## src/rtl/etc_pkg.sv

```systemverilog
// constants, register map and field layout for the eight-bit timer with compare
package etc_pkg;
  // register byte addresses
  localparam logic [7:0] ADDR_CTRL   = 8'h00;
  localparam logic [7:0] ADDR_COUNT  = 8'h04;
  localparam logic [7:0] ADDR_CMP    = 8'h08;
  localparam logic [7:0] ADDR_FLAGS  = 8'h0C;
  localparam logic [7:0] ADDR_IRQ    = 8'h10;
  localparam logic [7:0] ADDR_ACTIVE = 8'h14;
  // control register fields
  localparam int CS_LSB   = 0;
  localparam int WGM_LSB  = 3;
  localparam int COM_LSB  = 5;
  localparam int FOC_BIT  = 7;
  // flag register fields
  localparam int OVF_BIT  = 0;
  localparam int CMF_BIT  = 1;
  // interrupt control fields
  localparam int CIE_BIT  = 0;
  localparam int GIE_BIT  = 1;
  localparam int OIE_BIT  = 2;
  localparam int OSRV_BIT = 3;
  localparam int CSRV_BIT = 4;
  localparam logic [7:0] CNT_BOTTOM = 8'h00;
  localparam logic [7:0] CNT_MAX    = 8'hFF;
  localparam logic [7:0] RST_BYTE   = 8'h00;
  // prescaler taps
  localparam int PRE_W = 10;
  localparam logic [PRE_W-1:0] DIV8    = 10'h007;
  localparam logic [PRE_W-1:0] DIV64   = 10'h03F;
  localparam logic [PRE_W-1:0] DIV256  = 10'h0FF;
  localparam logic [PRE_W-1:0] DIV1024 = 10'h3FF;
  localparam logic [PRE_W-1:0] PRE_ONE = 10'h001;
  typedef enum logic [2:0] {
    CS_STOP, CS_SYS, CS_D8, CS_D64, CS_D256, CS_D1024, CS_EXT_FALL, CS_EXT_RISE
  } etc_clksel_t;
  typedef enum logic [1:0] {WG_NORMAL, WG_PWM_PC, WG_CTC, WG_PWM_FAST} etc_wgm_t;
  typedef enum logic [1:0] {COM_OFF, COM_TOGGLE, COM_CLEAR, COM_SET} etc_com_t;
  localparam logic [1:0] RESP_OKAY   = 2'b00;
  localparam logic [1:0] RESP_SLVERR = 2'b10;
endpackage : etc_pkg

```

## src/rtl/etc_timer.sv

```systemverilog
// eight-bit timer/counter with one compare channel and an AXI4-Lite slave
// What this block does
// RQ1: counter at zero raises the bottom indication
// RQ2: counter at 255 raises the max indication to the waveform logic
// RQ3: top is 255 or the compare value, chosen by mode
// RQ4: three-bit clock_select picks tick source; zero stops the counter
// RQ5: software reads and writes counter_value at any time
// RQ6: software counter write beats a coincident clear or count
// RQ7: each tick clears, increments or decrements the counter as mode directs
// RQ8: two waveform_mode_select bits set the count sequence
// RQ9: overflow_flag sets where mode says and may request an interrupt
// RQ10: counter compared continuously with active compare value, match on equal
// RQ11: compare_match_flag sets on the tick after the matching tick
// RQ12: compare interrupt needs enable, global enable and flag all set
// RQ13: flag cleared by service or writing one; writing zero does nothing
// RQ14: match, max and bottom drive the waveform logic with mode and action; the code uses only match and max there, not bottom
// RQ15: compare value double-buffered in PWM modes only
// RQ16: buffered value moves to active register only at top or bottom
// RQ17: software reaches the buffer when buffering, else the active register
// RQ18: force strobe in non-PWM modes acts on output like a real match
// RQ19: forced compare sets no flag and leaves the counter alone
// RQ20: counter write blocks a match on the next tick, even stopped
// RQ21: selection 1 is system clock; others divide by 8, 64, 256, 1024
// RQ22: external source ticks on rising edge for 7, falling for 6
// RQ23: reset clears counter, compare, control and flags; state moves on ticks
//
// Our own choices: the placing of the registers and the AXI4-Lite interface to the registers.
`timescale 1ns/1ps
`default_nettype none
module etc_timer
  import etc_pkg::*;
(
  input  wire logic        clk_in,
  input  wire logic        rst_b_in,
  input  wire logic        ext_clk_in,
  input  wire logic [7:0]  s_axi_awaddr,
  input  wire logic        s_axi_awvalid,
  output logic             s_axi_awready,
  input  wire logic [31:0] s_axi_wdata,
  input  wire logic [3:0]  s_axi_wstrb,
  input  wire logic        s_axi_wvalid,
  output logic             s_axi_wready,
  output logic [1:0]       s_axi_bresp,
  output logic             s_axi_bvalid,
  input  wire logic        s_axi_bready,
  input  wire logic [7:0]  s_axi_araddr,
  input  wire logic        s_axi_arvalid,
  output logic             s_axi_arready,
  output logic [31:0]      s_axi_rdata,
  output logic [1:0]       s_axi_rresp,
  output logic             s_axi_rvalid,
  input  wire logic        s_axi_rready,
  output logic             compare_output_pin_out,
  output logic             compare_irq_out,
  output logic             overflow_irq_out
);
  function automatic logic is_pwm(input logic [1:0] m);
    is_pwm = (m == WG_PWM_PC) || (m == WG_PWM_FAST);
  endfunction : is_pwm

  logic       rst_s1_q, rst_s2_q;
  logic       ext_s1_q, ext_s2_q, ext_s3_q;
  logic [PRE_W-1:0] pre_q;
  logic [7:0] count_q, count_d, ocr_q, ocr_buf_q;
  logic [2:0] cs_q;
  logic [1:0] wgm_q, com_q;
  logic       down_q, ovf_q, cmf_q, oc_q, blk_q;
  logic       cie_q, gie_q, oie_q;
  logic       aw_hold_q, w_hold_q;
  logic [7:0] aw_addr_q;
  logic [31:0] w_data_q;
  logic [3:0] w_strb_q;

  // reset released through two flops
  always_ff @(posedge clk_in or negedge rst_b_in) begin
    if (!rst_b_in) begin
      rst_s1_q <= 1'b0;
      rst_s2_q <= 1'b0;
    end else begin
      rst_s1_q <= 1'b1;
      rst_s2_q <= rst_s1_q;
    end
  end
  wire rst_b = rst_s2_q;

  // external pin: two sync flops, edge detector looks only at the second and third
  always_ff @(posedge clk_in or negedge rst_b) begin
    if (!rst_b) begin
      ext_s1_q <= 1'b0;
      ext_s2_q <= 1'b0;
      ext_s3_q <= 1'b0;
      pre_q    <= '0;
    end else begin
      ext_s1_q <= ext_clk_in;
      ext_s2_q <= ext_s1_q;
      ext_s3_q <= ext_s2_q;
      pre_q    <= pre_q + PRE_ONE;
    end
  end

  // tick selection
  wire ext_rise = ext_s2_q & ~ext_s3_q;
  wire ext_fall = ~ext_s2_q & ext_s3_q;
  logic tick;
  always_comb begin
    case (etc_clksel_t'(cs_q))
      CS_STOP:     tick = 1'b0;                          // [RQ4]
      CS_SYS:      tick = 1'b1;                          // [RQ21]
      CS_D8:       tick = (pre_q[2:0] == DIV8[2:0]);     // [RQ21]
      CS_D64:      tick = (pre_q[5:0] == DIV64[5:0]);
      CS_D256:     tick = (pre_q[7:0] == DIV256[7:0]);
      CS_D1024:    tick = (pre_q == DIV1024);
      CS_EXT_FALL: tick = ext_fall;                      // [RQ22]
      CS_EXT_RISE: tick = ext_rise;                      // [RQ22]
      default:     tick = 1'b0;
    endcase
  end

  // bus: a write completes once both address and data are held
  wire aw_take = s_axi_awvalid & s_axi_awready;
  wire w_take  = s_axi_wvalid & s_axi_wready;
  assign s_axi_awready = ~aw_hold_q & ~s_axi_bvalid;
  assign s_axi_wready  = ~w_hold_q & ~s_axi_bvalid;
  wire        wr_go   = aw_hold_q & w_hold_q;
  wire        wr_lane = wr_go & w_strb_q[0];
  wire [7:0]  wr_byte = w_data_q[7:0];
  wire wr_ctrl  = wr_lane && (aw_addr_q == ADDR_CTRL);
  wire wr_count = wr_lane && (aw_addr_q == ADDR_COUNT);
  wire wr_cmp   = wr_lane && (aw_addr_q == ADDR_CMP);
  wire wr_flags = wr_lane && (aw_addr_q == ADDR_FLAGS);
  wire wr_irq   = wr_lane && (aw_addr_q == ADDR_IRQ);
  wire wr_known = (aw_addr_q == ADDR_CTRL) || (aw_addr_q == ADDR_COUNT) ||
                  (aw_addr_q == ADDR_CMP) || (aw_addr_q == ADDR_FLAGS) ||
                  (aw_addr_q == ADDR_IRQ) || (aw_addr_q == ADDR_ACTIVE);

  // counter indications
  wire pwm      = is_pwm(wgm_q);                           // [RQ15]
  wire at_bot   = (count_q == CNT_BOTTOM);                 // [RQ1]
  wire at_max   = (count_q == CNT_MAX);                    // [RQ2]
  wire [7:0] top_val = (wgm_q == WG_CTC) ? ocr_q : CNT_MAX; // [RQ3]
  wire at_top   = (count_q == top_val);
  wire match    = (count_q == ocr_q);                      // [RQ10]
  wire match_ok = match & ~blk_q;                          // [RQ20]

  // next count from mode: normal wraps, ctc clears at top, fast clears at max,
  // phase-correct turns round at max and bottom
  logic down_d;
  always_comb begin
    count_d = count_q + 8'h01;
    down_d  = down_q;
    case (etc_wgm_t'(wgm_q))                               // [RQ8]
      WG_CTC:      count_d = at_top ? CNT_BOTTOM : count_q + 8'h01;  // [RQ7]
      WG_PWM_FAST: count_d = at_max ? CNT_BOTTOM : count_q + 8'h01;
      WG_PWM_PC: begin
        if (down_q && at_bot) begin
          down_d  = 1'b0;
          count_d = count_q + 8'h01;
        end else if (!down_q && at_max) begin
          down_d  = 1'b1;
          count_d = count_q - 8'h01;
        end else begin
          count_d = down_q ? count_q - 8'h01 : count_q + 8'h01;
        end
      end
      default:     count_d = count_q + 8'h01;
    endcase
  end

  // overflow point per mode
  logic ovf_evt;
  always_comb begin
    case (etc_wgm_t'(wgm_q))
      WG_PWM_PC: ovf_evt = tick & at_bot & down_q;         // [RQ9]
      WG_CTC:    ovf_evt = tick & at_max;
      default:   ovf_evt = tick & at_max;
    endcase
  end

  // buffer update point: top for fast pwm, top-turn for phase correct
  wire buf_load = pwm && tick &&
                  ((wgm_q == WG_PWM_FAST) ? at_max : (at_max & ~down_q)); // [RQ16]

  // action and mode written along with the strobe apply to it at once
  wire [1:0] com_now = wr_ctrl ? wr_byte[COM_LSB +: 2] : com_q;
  wire       pwm_now = wr_ctrl ? is_pwm(wr_byte[WGM_LSB +: 2]) : pwm;
  // force strobe: only outside pwm, acts on the output alone
  wire force_cmp = wr_ctrl & wr_byte[FOC_BIT] & ~pwm_now;  // [RQ18] [RQ19]
  wire oc_evt    = force_cmp | (tick & match_ok & ~pwm);   // [RQ14]

  // pwm output: fast with clear action sets at max, clears on match (set action the reverse); phase correct by direction
  logic oc_d;
  always_comb begin
    oc_d = oc_q;
    if (oc_evt) begin
      case (etc_com_t'(com_now))
        COM_TOGGLE: oc_d = ~oc_q;
        COM_CLEAR:  oc_d = 1'b0;
        COM_SET:    oc_d = 1'b1;
        default:    oc_d = oc_q;
      endcase
    end else if (pwm && tick && com_now[1]) begin
      if (wgm_q == WG_PWM_FAST) begin
        if (match_ok) oc_d = com_now[0];
        else if (at_max) oc_d = ~com_now[0];
      end else if (match_ok) begin
        oc_d = down_q ^ com_now[0] ? 1'b1 : 1'b0;
      end
    end
  end

  wire cmf_clr = (wr_flags & wr_byte[CMF_BIT]) | (wr_irq & wr_byte[CSRV_BIT]); // [RQ13]
  wire ovf_clr = (wr_flags & wr_byte[OVF_BIT]) | (wr_irq & wr_byte[OSRV_BIT]);
  wire cmf_set = tick & match_ok;                          // [RQ11]

  always_ff @(posedge clk_in or negedge rst_b) begin
    if (!rst_b) begin                                      // [RQ23]
      count_q      <= RST_BYTE;
      ocr_q        <= RST_BYTE;
      ocr_buf_q    <= RST_BYTE;
      cs_q         <= 3'h0;
      wgm_q        <= 2'h0;
      com_q        <= 2'h0;
      down_q       <= 1'b0;
      ovf_q        <= 1'b0;
      cmf_q        <= 1'b0;
      oc_q         <= 1'b0;
      blk_q        <= 1'b0;
      cie_q        <= 1'b0;
      gie_q        <= 1'b0;
      oie_q        <= 1'b0;
    end else begin
      if (wr_count) begin
        count_q <= wr_byte;                                // [RQ5] [RQ6]
      end else if (tick) begin
        count_q <= count_d;                                // [RQ7] [RQ23]
        down_q  <= down_d;
      end
      // block stays until a tick consumes it
      if (wr_count) blk_q <= 1'b1;                         // [RQ20]
      else if (tick) blk_q <= 1'b0;
      if (wr_ctrl) begin
        cs_q  <= wr_byte[CS_LSB +: 3];
        wgm_q <= wr_byte[WGM_LSB +: 2];
        com_q <= wr_byte[COM_LSB +: 2];
      end
      if (wr_cmp && !pwm) ocr_q <= wr_byte;                // [RQ17]
      else if (buf_load) ocr_q <= ocr_buf_q;               // [RQ16]
      if (wr_cmp) ocr_buf_q <= wr_byte;
      if (wr_irq) begin
        cie_q <= wr_byte[CIE_BIT];
        gie_q <= wr_byte[GIE_BIT];
        oie_q <= wr_byte[OIE_BIT];
      end
      // set beats clear
      cmf_q <= cmf_set | (cmf_q & ~cmf_clr);               // [RQ11] [RQ13]
      ovf_q <= ovf_evt | (ovf_q & ~ovf_clr);               // [RQ9]
      oc_q  <= oc_d;
    end
  end

  assign compare_irq_out        = cie_q & gie_q & cmf_q;   // [RQ12]
  assign overflow_irq_out       = oie_q & gie_q & ovf_q;   // [RQ9]
  assign compare_output_pin_out = oc_q;

  // write channel holds and response
  always_ff @(posedge clk_in or negedge rst_b) begin
    if (!rst_b) begin
      aw_hold_q    <= 1'b0;
      w_hold_q     <= 1'b0;
      aw_addr_q    <= 8'h00;
      w_data_q     <= 32'h0000_0000;
      w_strb_q     <= 4'h0;
      s_axi_bvalid <= 1'b0;
      s_axi_bresp  <= RESP_OKAY;
    end else begin
      if (aw_take) begin
        aw_hold_q <= 1'b1;
        aw_addr_q <= s_axi_awaddr;
      end
      if (w_take) begin
        w_hold_q <= 1'b1;
        w_data_q <= s_axi_wdata;
        w_strb_q <= s_axi_wstrb;
      end
      if (wr_go) begin
        aw_hold_q    <= 1'b0;
        w_hold_q     <= 1'b0;
        s_axi_bvalid <= 1'b1;
        s_axi_bresp  <= wr_known ? RESP_OKAY : RESP_SLVERR;
      end else if (s_axi_bvalid && s_axi_bready) begin
        s_axi_bvalid <= 1'b0;
      end
    end
  end

  // read: buffer visible while buffering, ADDR_ACTIVE shows direction, output and the match, max and bottom indications
  wire [7:0] cmp_view = pwm ? ocr_buf_q : ocr_q;           // [RQ17]
  logic [7:0] rd_byte;
  logic       rd_known;
  always_comb begin
    rd_known = 1'b1;
    case (s_axi_araddr)
      ADDR_CTRL:   rd_byte = {1'b0, com_q, wgm_q, cs_q};
      ADDR_COUNT:  rd_byte = count_q;                      // [RQ5]
      ADDR_CMP:    rd_byte = cmp_view;
      ADDR_FLAGS:  rd_byte = {6'h00, cmf_q, ovf_q};
      ADDR_IRQ:    rd_byte = {5'h00, oie_q, gie_q, cie_q};
      ADDR_ACTIVE: rd_byte = {down_q, oc_q, 3'h0, at_max, at_bot, match};
      default: begin
        rd_byte  = 8'h00;
        rd_known = 1'b0;
      end
    endcase
  end
  assign s_axi_arready = ~s_axi_rvalid;

  always_ff @(posedge clk_in or negedge rst_b) begin
    if (!rst_b) begin
      s_axi_rvalid <= 1'b0;
      s_axi_rdata  <= 32'h0000_0000;
      s_axi_rresp  <= RESP_OKAY;
    end else if (s_axi_arvalid && s_axi_arready) begin
      s_axi_rvalid <= 1'b1;
      s_axi_rdata  <= {24'h000000, rd_byte};
      s_axi_rresp  <= rd_known ? RESP_OKAY : RESP_SLVERR;
    end else if (s_axi_rvalid && s_axi_rready) begin
      s_axi_rvalid <= 1'b0;
    end
  end

  a_flag_after_match: assert property (@(posedge clk_in) disable iff (!rst_b)
    tick && match_ok |=> cmf_q)                            // [RQ11]
    else $error("compare flag not set after match tick");
  a_irq_gating: assert property (@(posedge clk_in) disable iff (!rst_b)
    cie_q && gie_q && cmf_set && !wr_irq |=> compare_irq_out) // [RQ12]
    else $error("enabled compare flag gave no irq");
  a_stop_holds: assert property (@(posedge clk_in) disable iff (!rst_b)
    (cs_q == 3'h0) && !wr_count |=> $stable(count_q))      // [RQ4]
    else $error("counter moved while stopped");
  a_write_wins: assert property (@(posedge clk_in) disable iff (!rst_b)
    wr_count |=> count_q == $past(wr_byte))                // [RQ6]
    else $error("counter write lost");
  a_block_match: assert property (@(posedge clk_in) disable iff (!rst_b)
    wr_count ##1 (tick && !wr_count) |-> !cmf_set)         // [RQ20]
    else $error("match not blocked after counter write");
  a_buf_hold: assert property (@(posedge clk_in) disable iff (!rst_b)
    pwm && !buf_load && $past(pwm) |=> $stable(ocr_q))     // [RQ16]
    else $error("active compare changed off top");
  a_force_noflag: assert property (@(posedge clk_in) disable iff (!rst_b)
    force_cmp && !cmf_q && !cmf_set |=> !cmf_q)            // [RQ19]
    else $error("forced compare set the flag");
  a_flag_clear: assert property (@(posedge clk_in) disable iff (!rst_b)
    wr_flags && wr_byte[CMF_BIT] && !cmf_set |=> !cmf_q)   // [RQ13]
    else $error("write one did not clear flag");
  c_overflow: cover property (@(posedge clk_in) disable iff (!rst_b) ovf_evt);
  c_match_flag: cover property (@(posedge clk_in) disable iff (!rst_b) cmf_set);
  c_buf_load: cover property (@(posedge clk_in) disable iff (!rst_b) buf_load);
  c_force: cover property (@(posedge clk_in) disable iff (!rst_b) force_cmp);
endmodule : etc_timer
`default_nettype wire

```

## config.mk

```make
export PLATFORM = sky130hd
export DESIGN_NAME = etc_timer
export DESIGN_NICKNAME = d
export VERILOG_FILES = /design/src/rtl/etc_pkg.sv /design/src/rtl/etc_timer.sv
export SDC_FILE = /design/constraint.sdc
export NUM_CORES = 1
export LEC_CHECK = 0
export ABC_AREA = 1
export BUFFER_PORTS_ARGS = -buffer_cell sky130_fd_sc_hd__buf_2
export CAP_MARGIN = 10
export CORE_ASPECT_RATIO = 1.75
export CORE_MARGIN = 4
export CORE_UTILIZATION = 43
export CTS_CLUSTER_SIZE = 12
export DETAILED_ROUTE_END_ITERATION = 8
export GPL_TIMING_DRIVEN = 0
export PLACE_DENSITY = 0.75
export RECOVER_POWER = 50
export SYNTH_ARGS = -nofsm -noshare
export SYNTH_HDL_FRONTEND = slang
export SYNTH_SLANG_ARGS = --single-unit
```

## constraint.sdc

```tcl
create_clock -name clk_in -period 3.8 [get_ports clk_in]
set_clock_uncertainty 0.15 [all_clocks]
set_input_delay 0.57 -clock clk_in [delete_from_list [all_inputs] [get_ports clk_in]]
set_output_delay 0.57 -clock clk_in [all_outputs]
set_load 0.02 [all_outputs]
```

# After elaboration in Yosys (flattened, before gate mapping)
# Index checks and enable logic that the tools add are counted.
[op_classes] add_sub_neg=3 n_eq_ne=33 mux=41 bitwise=48 n_reduce_logical=40
[ops] op="2-to-1 mux 8 bit" n=11
[ops] op="case mux 8 bit (6 select lines)" n=1
[ops] op="== test 8 x 4 -> 1 bit (second input constant)" n=4
[ops] op="== test 8 x 5 -> 1 bit (second input constant)" n=4
[ops] op="bitwise AND 1 bit" n=27
[ops] op="logical NOT 8 bit" n=3
[ops] op="case mux 8 bit (3 select lines)" n=1
[ops] op="2-to-1 mux 1 bit" n=23
[ops] op="== test 8 x 3 -> 1 bit (second input constant)" n=2
[ops] op="== test 8 bit" n=2
[ops] op="== test 8 bit (second input constant)" n=2
[ops] op="nonzero test 2 bit" n=8
[ops] op="== test 3 bit (second input constant)" n=5
[ops] op="inverter 1 bit" n=15
[ops] op="logical AND 1 bit" n=14
[ops] op="adder 10 x 1 -> 10 bit (second input constant)" n=1
[ops] op="== test 10 bit (second input constant)" n=1
[ops] op="== test 2 bit (second input constant)" n=5
[ops] op="adder 8 x 1 -> 8 bit (second input constant)" n=1
[ops] op="case mux 1 bit (8 select lines)" n=1
[ops] op="AND reduction 4 bit" n=2
[ops] op="subtractor 8 x 1 -> 8 bit (second input constant)" n=1
[ops] op="logical OR 1 bit" n=7
[ops] op="== test 2 x 1 -> 1 bit (second input constant)" n=3
[ops] op="other kinds (12)" n=21
[word_totals] ff_bits=87 inputBits=60

# Depth between registers and ports, before layout
# Gate-level depths: netlist of run 1.
[logic_depth] depth_word=10 mapped_depth=15 depth_no_buf=15

# Worst setup path before layout of run 1
# OpenSTA, ideal clock, no wires.
[synth_timing] kind="flip-flop to flip-flop" startpoint="register aw_addr_q[1]" endpoint="register oc_q, in the netlist compare_output_pin_out" setup_time_ps=117 arrival_ps=1804 required_time_ps=3533 setup_slack_ps=1729 stages_incl_launch_ff=11 path_buffers=0 path_cell_list="dfrtp_1 > or2_4 > nor3_4 > nand2_4 > o21ai_2 > ha_1 > or2_2 > nand2_1 > nand2_1 > nand3_1 > nand2_1"
[synth_via] word_cells_on_any_way=27
[synth_rtl] element="start: declaration" line_no="etc_timer.sv:70" rtl="logic [7:0] aw_addr_q;"
[synth_rtl] element="start signal: assignment" line_no="etc_timer.sv:278" rtl="aw_addr_q <= s_axi_awaddr;"
[synth_rtl] element="logical NOT 8 bit (*)" line_no="etc_timer.sv:127" rtl="wire wr_ctrl = wr_lane && (aw_addr_q == ADDR_CTRL);"
[synth_rtl] element="logical AND 1 bit (*)" line_no="etc_timer.sv:127"
[synth_rtl] element="2-to-1 mux 2 bit (*)"
[synth_rtl] element="named net com_now[1]" line_no="etc_timer.sv:184" rtl="wire [1:0] com_now = wr_ctrl ? wr_byte[COM_LSB +: 2] : com_q;"
[synth_rtl] element="== test 2 bit, or another cell as far along" line_no="etc_timer.sv:195" rtl="case (etc_com_t'(com_now))"
[synth_rtl] element="inequality test 4 x 1 -> 1 bit (no line), or another cell as far along"
[synth_rtl] element="AND reduction 4 bit (no line) / 2-to-1 mux 1 bit (equally long branches)"
[synth_rtl] element="end signal: assignment" line_no="etc_timer.sv:226" rtl="oc_q <= 1'b0;"
[synth_rtl] element="end signal: assignment" line_no="etc_timer.sv:257" rtl="oc_q <= oc_d;"
[synth_rtl] element="end: declaration" line_no="etc_timer.sv:67" rtl="logic down_q, ovf_q, cmf_q, oc_q, blk_q;"
# Mark *: on every way through the listed nets, which the timed path passes. The rest lies on a longest branch. The select of a mux whose other input is x is not followed.
# A chain may end at the register's enable or synchronous reset.

==> metrics, run 1 <==
DRC violation count after routing 0; num rows 51; power per unit of standard cell area 462 nW/um^2; Crit path arrival time approximately 2.6 ns; final clock period utilization by the worst path 66.8%; clock period minus final worst setup slack 2.54 ns; Area growth, synth to finish 16.7%; number of distinct library cell variants in the gate-level netlist after synthesis 47; Final TNS setup 0 ns; global route overflow 0; number of nets at the end of the flow roughly 750; R2R cell count 1; Inserted Clock Buffers 9; area of the core 11000 sq um; Die Height 148 microns; count of antenna-violating nets left after detailed routing 0; maximum level of the CTS H-tree 3; worst-case setup margin in the final layout 1.26 ns; number of setup violations in the final report 0; portion of synthesized cell area occupied by the leading cell type 44.1%; Crit Path Category flip-flop to asynchronous set/reset pin; Post-Synthesis Cells 598; average instance area after synthesis 8.07 sq um; clock insertion delay at the later pin of the skew report 0.35 ns; number of clock sinks 85; Syn. warnings 0; total leakage power 2.83 nW; power share of the clock group 32.9%; measured slew at the worst slew-check pin 1.41 ns; Root Driver sky130_fd_sc_hd__clkbuf_16; hold path startpoint ext_clk_in; clk slew on worst S/H paths ~0.070 ns; TritonCTS clock tree yes; Worst EP required 3.86 ns; predominant post-synthesis flop cell sky130_fd_sc_hd__dfrtp_1; Sw Ratio 34.5%; length of the first detailed-routing pass in iterations 5; total internal power around 0.0017 W; pin count of the biggest net entering global routing 58; estimated wirelength of the detail-placed design 10200 microns; delay contributed by the slowest stage of the critical path 1.18 ns; startpoint of the most critical setup path rst_b; largest buffer count on any clock path 2; number of gates on the worst path with buffers counted 1; master of the slowest instance on the critical path sky130_fd_sc_hd__clkbuf_2; most area-consuming cells after synthesis sky130_fd_sc_hd__dfrtp_1 (44%), sky130_fd_sc_hd__nand2_1 (11%), sky130_fd_sc_hd__inv_1 (4.8%), sky130_fd_sc_hd__nor2_1 (4.3%), sky130_fd_sc_hd__buf_4 (4.0%); maximum operating frequency 0.394 GHz; setup repair after global routing missed its margin false; Async SR Flop Fraction 100%; all-layer global routing usage 20.9%; number of global-route vias before repair about 4300; fraction of final layout cells sized beyond drive strength 1 19.5%; post-synth top area cell sky130_fd_sc_hd__dfrtp_1; endpoints failing hold 0; post-detailed-routing wire length 12900 microns; CP Capture Type asynchronous set/reset pin; Hold WC Path Type input port to flip-flop; pre-CTS setup slack between 1 and 1.5 ns; full die area 13100 sq um; # Post-CTS Setup Buffers 0; final routed wire length divided by cell count about 16 microns; drt via density 5.19; global-route wire length before repair 21000 microns; # diodes 0; post-cts gate resize count 0; CP startpoint kind flip-flop; Mapped Area 4830 sq um; worst IR drop on VDD 453 uV; antenna violations before repair 0; starting density of the core between 40% and 50%; number of enable-type register cells in the synthesized netlist 0; critical path cell sequence clkbuf_2; Buffers on Ports 50; Reg2Reg Launch Point rst_b; crit path max fanout 57; buffering stage count on the worst path with inverters included 1; x dimension of the die roughly 88 microns; sequential fraction of design power 44.7%; I/O pin count approximately 100; Gate power share ~22%; sequential area share after synthesis 44.1%; remaining max-slew budget at the tightest pin 5.92%; routability congestion estimate from global placement 0.977; outcome finished clean; register bit count reported by yosys 85; DR vias 4272; final max-slew violation count 0; family with the most delay on the worst path buffers and inverters; total of max-cap violations 0; Hold Crit Depth 1; cts-stage hold buffer count 1; initial DRC count approximately 230; sum of internal, switching and leakage power 0.00260 W; switching power 0.000898 W
-- synth_stat cells (all sizes together) (2+ instances only) --
master / instances
nand3b: 2
inv: 70
o22ai: 7
clkbuf: 7
buf: 29
nand2: 157
or2: 5
xor2: 15
nand4: 7
o21ai: 41
o2111ai: 5
conb: 2
a21oi: 23
o21bai: 2
nand3: 25
xnor2: 3
dfrtp: 85
mux2: 5
nor3: 13
o211ai: 8
nor2: 61
ha: 6
o221ai: 11
-- layer usage --
layer	global-route usage [%]	part of all wire, %
met3	2.77	4.3
met4	13.9	6.9
met1	22.1	36
met5	0	0
met2	37.4	53
-- power groups by stage --
stage | logic [W] | clock network, W | registers [W]
2_1_floorplan | 0.000404 | 0 | 0.00117
3_3_place_gp | 0.000557 | 0 | 0.00119
3_5_place_dp | 0.000587 | 0 | 0.00118
4_1_cts | 0.000590 | 0.000867 | 0.00117
5_1_grt | 0.000660 | 0.000901 | 0.00118
6_report | 0.000582 | 0.000857 | 0.00116
-- cells by family after synthesis --
logic type	Yosys count	share of synthesized area, %
mux	5	1.17
fa+ha+maj	6	1.56
buf+inv	106	10.6
other cells	2	0.156
compound gates	102	13.1
simple gates	274	26.1
xor+xnor	18	3.27
flops	85	44.1
-- final timing paths --
| check | end | slack [ns] |
|---|---|---|
| worst min register to register | ext_s2_q | 0.21 |
| worst max register to register | w_data_q[6] | 1.26 |
| worst max-delay path | w_data_q[6] | 1.26 |
| min in group asynchronous | oie_q | 0.29 |
| max in group clk_in | s_axi_rdata[6] | 1.39 |
| worst min-delay path | ext_s1_q | 0.18 |
-- sequential cells by signal (all words and copies together) (netlist names), 2 cells and up --
register     cells
ocr_buf_q        8
com_q            2
count_q          8
wgm_q            2
cs_q             3
pre_q           10
aw_addr_q        8
w_data_q         8
ocr_q            8
s_axi_rdata      8
-- cell usage in the layout, fill, tap and decap left out, types with 5 or more instances in the layout --
cell	count
sky130_fd_sc_hd__nor2_1	55
sky130_fd_sc_hd__o22ai_1	7
sky130_fd_sc_hd__nor3_1	9
sky130_fd_sc_hd__clkbuf_16	9
sky130_fd_sc_hd__nand3_1	23
sky130_fd_sc_hd__buf_4	26
sky130_fd_sc_hd__nand4_1	7
sky130_fd_sc_hd__mux2_2	5
sky130_fd_sc_hd__a21oi_1	23
sky130_fd_sc_hd__dfrtp_1	85
sky130_fd_sc_hd__ha_1	6
sky130_fd_sc_hd__o2111ai_1	5
sky130_fd_sc_hd__clkbuf_1	9
sky130_fd_sc_hd__o221ai_1	11
sky130_fd_sc_hd__o21ai_0	35
sky130_fd_sc_hd__buf_2	49
sky130_fd_sc_hd__conb_1	27
sky130_fd_sc_hd__inv_1	62
sky130_fd_sc_hd__o211ai_1	8
sky130_fd_sc_hd__inv_2	8
sky130_fd_sc_hd__nand2_2	7
sky130_fd_sc_hd__nand2_1	147
sky130_fd_sc_hd__xor2_1	15
-- layout make-up --
type                    instances  area (sq um)
flip-flops and latches         85          2130
repair buffers                 52           264
clock inverters                 5          41.3
multi-input cells             432          2280
fillers                      1092          5410
clock buffers                  11           243
plain buffers                  36           248
inverters                      70           263
well taps                     132           165
-- per-stage QoR --
step | hold WS [ns] | std cells | instance area, sq um | utilization [%]
after detailed placement | 0.112 | 806 | 5370 | 48.6
final | 0.175 | 823 | 5630 | 51.0
after floorplan | 0.124 | 623 | 4920 | -
after global routing | 0.181 | 823 | 5630 | 51.0
after CTS | 0.116 | 823 | 5660 | 51.3
after global placement | 0.184 | 805 | 5340 | 48.3
Power figures use the tool's default switching activity.
==> run 2, diff against run 1 <==
- clock period: 3.8 -> 2.6 ns (I/O delays scaled with it)
==> run 2 against run 1 <==
  * Clock-buffer cell count fell by 1
  * Critical path depth rose by 9
  * First-iteration DRC count rose by 39%
  * Combinational power rose by 48%
  * Cell count rose by 0.12%
  * Sequential cell count did not move
  * Global-route usage fell by 0.20 points
  * Via count rose by 0.59%
  * Design area rose by 0.91%
  * Critical path type is now flip-flop to flip-flop
  * Critical endpoint is now compare_output_pin_out
  * Highest routed layer unchanged
==> metrics, run 2 (synthesized netlist as in run 1, its figures left out) <==
worst-case setup margin in the final layout 0.360 ns; largest buffer count on any clock path 2; CP startpoint kind flip-flop; num rows 51; starting density of the core 43.7%; Met3 Wirelength between 600 and 700 microns; CP Capture Type flip-flop; crit path max fanout 5; post-detailed-routing wire length 12900 microns; count of antenna-violating nets left after detailed routing 0; Inserted Clock Buffers 9; Final TNS setup 0 ns; routability congestion estimate from global placement 0.957; worst IR drop on VDD 706 uV; Root Driver sky130_fd_sc_hd__clkbuf_16; fraction of final layout cells sized beyond drive strength 1 19.5%; outcome finished clean; estimated wirelength of the detail-placed design between 10000 and 15000 microns; register with the most flip-flops pre_q; final hold slack around 0.083 ns; # diodes 0; I/O pin count 104; endpoints failing hold 0; Crit Path Category flip-flop to flip-flop; final routed wire length divided by cell count 15.7 microns; maximum operating frequency around 0.45 GHz; Detail Route met2 WL 7020 microns; clock period minus final worst setup slack 2.24 ns; all-layer global routing usage 20.7%; length of the first detailed-routing pass in iterations 6; maximum level of the CTS H-tree 3; global-route wire length before repair 20700 microns; Die Height 148 microns; Crit path arrival time ~2.3 ns; max reg flops 10; number of clock sinks 85; global route overflow 0; final core occ 51.5%; uppermost metal layer occupied by signal nets met4; leading cell type in the layout, fill and taps excluded sky130_fd_sc_hd__nand2_1; final max-slew violation count 0; area of the core ~11000 sq um; drt via density 5.21; sum of internal, switching and leakage power 0.00398 W; x dimension of the die 88.1 microns; register area 2130 sq um; Buffers on Ports 50; antenna violations before repair 0; initial DRC count roughly 320; Area growth, synth to finish 17.7%; Hold WC Path Type input port to flip-flop; DR vias between 4000 and 5000; met1 WL 4530 microns; total leakage power between 2 and 3 nW; number of nets at the end of the flow 753; total of max-cap violations 0; setup repair after global routing missed its margin false; number of global-route vias before repair roughly 4200; area of combinational cells with multiple inputs ~2300 sq um; pin count of the biggest net entering global routing 58; most frequent cells in the layout sky130_fd_sc_hd__nand2_1 (147), sky130_fd_sc_hd__dfrtp_1 (85), sky130_fd_sc_hd__inv_1 (62); number of filler instances in the final layout about 1100; TritonCTS clock tree yes; full die area 13100 sq um; Worst EP required 2.69 ns; remaining max-slew budget at the tightest pin 26.0%; number of setup violations in the final report 0; final clock period utilization by the worst path 86.2%; clock insertion delay at the later pin of the skew report 0.35 ns; DRC violation count after routing 0; measured slew at the worst slew-check pin roughly 1.1 ns; power per unit of standard cell area 700 nW/um^2; pre-CTS setup slack 0.169 ns; post-cts gate resize count 0; clk slew on worst S/H paths 0.07 ns
[run 2: power by group]
part	total (W)	internal, W	leakage [nW]	switching [W]
Sequential	0.00171	0.00152	1.06	0.000185
Clock	0.00141	0.000851	0.154	0.000554
Combinational	0.000863	0.000286	1.64	0.000578
[run 2: cell type report]
cell class / count / share of cell area, %
plain buffers: 36 / 4.36
clock buffers: 10 / 4.03
clock inverters: 6 / 1.65
inverters: 70 / 4.62
multi-input cells: 432 / 40.1
flip-flops and latches: 85 / 37.4
well taps: 132 / 2.91
repair buffers: 53 / 4.87
[run 2: timing repair]
item                                   CTS  global route
hold buffers                             2             0
setup buffers                            0             0
endpoints found under the hold margin    3             0
[run 2: worst paths after layout]
| path | start | endpoint | slack [ns] | cells after the start |
|---|---|---|---|---|
| worst max-delay path | aw_addr_q[1] | compare_output_pin_out | 0.36 | 10 |
| worst min-delay path | s_axi_rready | s_axi_rvalid | 0.08 | 2 |
| worst max register to register | aw_addr_q[1] | compare_output_pin_out | 0.36 | 10 |
| worst min register to register | ext_s1_q | ext_s2_q | 0.20 | 0 |
| max in group asynchronous | rst_b | down_q | 0.53 | 1 |
| min in group asynchronous | rst_b_in | rst_s1_q | 0.21 | 2 |
[run 2: critical path, cell delays in order (launching register included)]
cell and delay, ns:
sky130_fd_sc_hd__dfrtp_1 0.37, sky130_fd_sc_hd__or2_4 0.28, sky130_fd_sc_hd__nor3_4 0.18, sky130_fd_sc_hd__nand2_4 0.11, sky130_fd_sc_hd__o21ai_2 0.23, sky130_fd_sc_hd__ha_1 0.27, sky130_fd_sc_hd__or2_2 0.26, sky130_fd_sc_hd__nand2_1 0.07
sky130_fd_sc_hd__nand2_1 0.07, sky130_fd_sc_hd__nand3_1 0.08, sky130_fd_sc_hd__nand2_1 0.05
[run 2: layer usage]
layer | GRT usage [%] | vias up
met5 | 0 | -
met4 | 12.3 | 0
met3 | 3.38 | 37
met2 | 37.6 | 161
met1 | 21.7 | 2011
li1 | - | 2088
[run 2: through the flow]
step | instance area, sq um | instances
4_1_cts | 5710 | 824
3_3_place_gp | 5340 | 805
5_1_grt | 5680 | 824
3_5_place_dp | 5370 | 806
6_report | 5680 | 824
2_1_floorplan | 4920 | 623
==> run 3, diff against run 2 <==
- CORE_UTILIZATION: 43 -> 50
- PLACE_DENSITY: 0.75 -> 0.84
==> run 3 against run 2 <==
  * Cell count down 1.2%
  * Combinational power grew 2%
  * Core utilization increased by 8.2 points
  * Critical path depth is 1 higher
  * Critical path type unchanged
  * Highest routed layer unchanged
==> metrics, run 3 (synthesized netlist as in run 1, its figures left out) <==
routability congestion estimate from global placement between 0.9 and 1; maximum operating frequency between 0.4 and 0.5 GHz; DR vias 4369; # Post-CTS Setup Buffers 0; antenna violations before repair 0; number of clock sinks 85; most frequent cells in the layout sky130_fd_sc_hd__nand2_1 (147), sky130_fd_sc_hd__dfrtp_1 (85), sky130_fd_sc_hd__inv_1 (62); drt via density approximately 5.4; final clock period utilization by the worst path between 80% and 90%; final max-slew violation count 0; crit path max fanout 5; post-detailed-routing wire length 13000 microns; initial DRC count 329; worst-case setup margin in the final layout 0.331 ns; fraction of final layout cells sized beyond drive strength 1 roughly a fifth; sum of internal, switching and leakage power 0.00388 W; starting density of the core between 50% and 60%; Die Height ~140 microns; clk slew on worst S/H paths 0.07 ns; CP startpoint kind flip-flop; I/O pin count between 100 and 150; max reg flops 10; DRC violation count after routing 0; TritonCTS clock tree yes; area of the core 9470 sq um; Final TNS setup 0 ns; Area growth, synth to finish 17.0%; Inserted Clock Buffers 9; pre-CTS setup slack 0.288 ns; total of max-cap violations 0; estimated wirelength of the detail-placed design 10000 microns; Crit Path Category flip-flop to flip-flop; number of filler instances in the final layout 848; Buffers on Ports 50; pin count of the biggest net entering global routing 61; measured slew at the worst slew-check pin 1.05 ns; power per unit of standard cell area ~700 nW/um^2; final routed wire length divided by cell count 15.9 microns; num rows 47; CP Capture Type flip-flop; leading cell type in the layout, fill and taps excluded sky130_fd_sc_hd__nand2_1; Root Driver sky130_fd_sc_hd__clkbuf_16; number of setup violations in the final report 0; clock insertion delay at the later pin of the skew report 0.34 ns; Crit path arrival time 2.35 ns; largest buffer count on any clock path 2; Worst EP required 2.68 ns; x dimension of the die 82.3 microns; endpoints failing hold 0; setup repair after global routing missed its margin false; remaining max-slew budget at the tightest pin between 20 and 30%; maximum level of the CTS H-tree 3; clock period minus final worst setup slack 2.27 ns; register with the most flip-flops pre_q; number of global-route vias before repair 4302; worst IR drop on VDD 801 uV; total leakage power 2.85 nW; final core occ 59.6%; all-layer global routing usage 24.3%; global route overflow 0; count of antenna-violating nets left after detailed routing 0; outcome finished clean; full die area about 11000 sq um; global-route wire length before repair 20700 microns; Hold WC Path Type input port to flip-flop; length of the first detailed-routing pass in iterations 6; number of nets at the end of the flow 753; # diodes 0
==> run 3: cell count changes in the layout (fill, tap and decap cells not counted), sizes merged <==
cell	previous run	this run
bufinv	2	1
clkinv	1	3
clkinvlp	1	0
==> run 3: critical path: stages, from the launching register on <==
cell                      delay (ns)
sky130_fd_sc_hd__dfrtp_1        0.38
sky130_fd_sc_hd__nor2_1         0.16
sky130_fd_sc_hd__nand3_1        0.18
sky130_fd_sc_hd__nor2_4         0.16
sky130_fd_sc_hd__nand2_4        0.09
sky130_fd_sc_hd__o21ai_2        0.24
sky130_fd_sc_hd__ha_1           0.27
sky130_fd_sc_hd__or2_2          0.27
sky130_fd_sc_hd__nand2_1        0.07
sky130_fd_sc_hd__nand2_1        0.07
sky130_fd_sc_hd__nand3_1        0.08
sky130_fd_sc_hd__nand2_1        0.05
==> run 3: repair_timing <==
action,in CTS,in global routing
resized for setup,0,0
hold buffers,2,0
hold endpoints to repair,3,0
==> run 3: per-layer routing <==
| metal | vias to the layer above | track usage [%] | routed length, microns |
|---|---|---|---|
| li1 | 2092 | - | - |
| met1 | 2053 | 24.9 | 4480 |
| met2 | 183 | 44.4 | 7030 |
| met3 | 41 | 4.10 | 755 |
| met4 | 0 | 14.5 | 700 |
| met5 | - | 0 | 0 |
==> run 3: final timing paths <==
kind,to,slack [ns],depth (start not counted),start
setup reg to reg,compare_output_pin_out,0.33,11,aw_addr_q[7]
min in group asynchronous,rst_b,0.20,2,rst_b_in
max in group asynchronous,w_data_q[6],0.63,1,rst_b
hold / removal,s_axi_rvalid,0.09,2,s_axi_rready
setup / recovery,compare_output_pin_out,0.33,11,aw_addr_q[7]
hold reg to reg,rst_b,0.20,0,rst_s1_q
==> run 3: cell type report <==
| type | instances | area, sq um | share of cell area [%] |
|---|---|---|---|
| multi-input combinational | 432 | 2280 | 40.4 |
| sequential | 85 | 2130 | 37.7 |
| timing repair buffer | 53 | 277 | 4.90 |
| inverter | 70 | 263 | 4.65 |
| buffer | 36 | 248 | 4.39 |
| clock buffer | 10 | 229 | 4.05 |
| tap | 122 | 153 | 2.70 |
| clock inverter | 6 | 70.1 | 1.24 |
==> run 3: per-stage QoR <==
stage / instance area [sq um] / hold slack [ns] / cells
global placement: 5330 / 0.0244 / 795
CTS: 5670 / 0.0852 / 814
finish: 5650 / 0.0878 / 814
global route: 5650 / 0.109 / 814
floorplan: 4920 / -0.0556 / 623
detailed placement: 5360 / 0.0262 / 796
==> run 3: power by group <==
part	total (W)	switching [W]	leakage, nW	internal [W]
logic	0.000876	0.000590	1.64	0.000286
clock network	0.00129	0.000537	0.147	0.000753
registers	0.00172	0.000192	1.06	0.00153
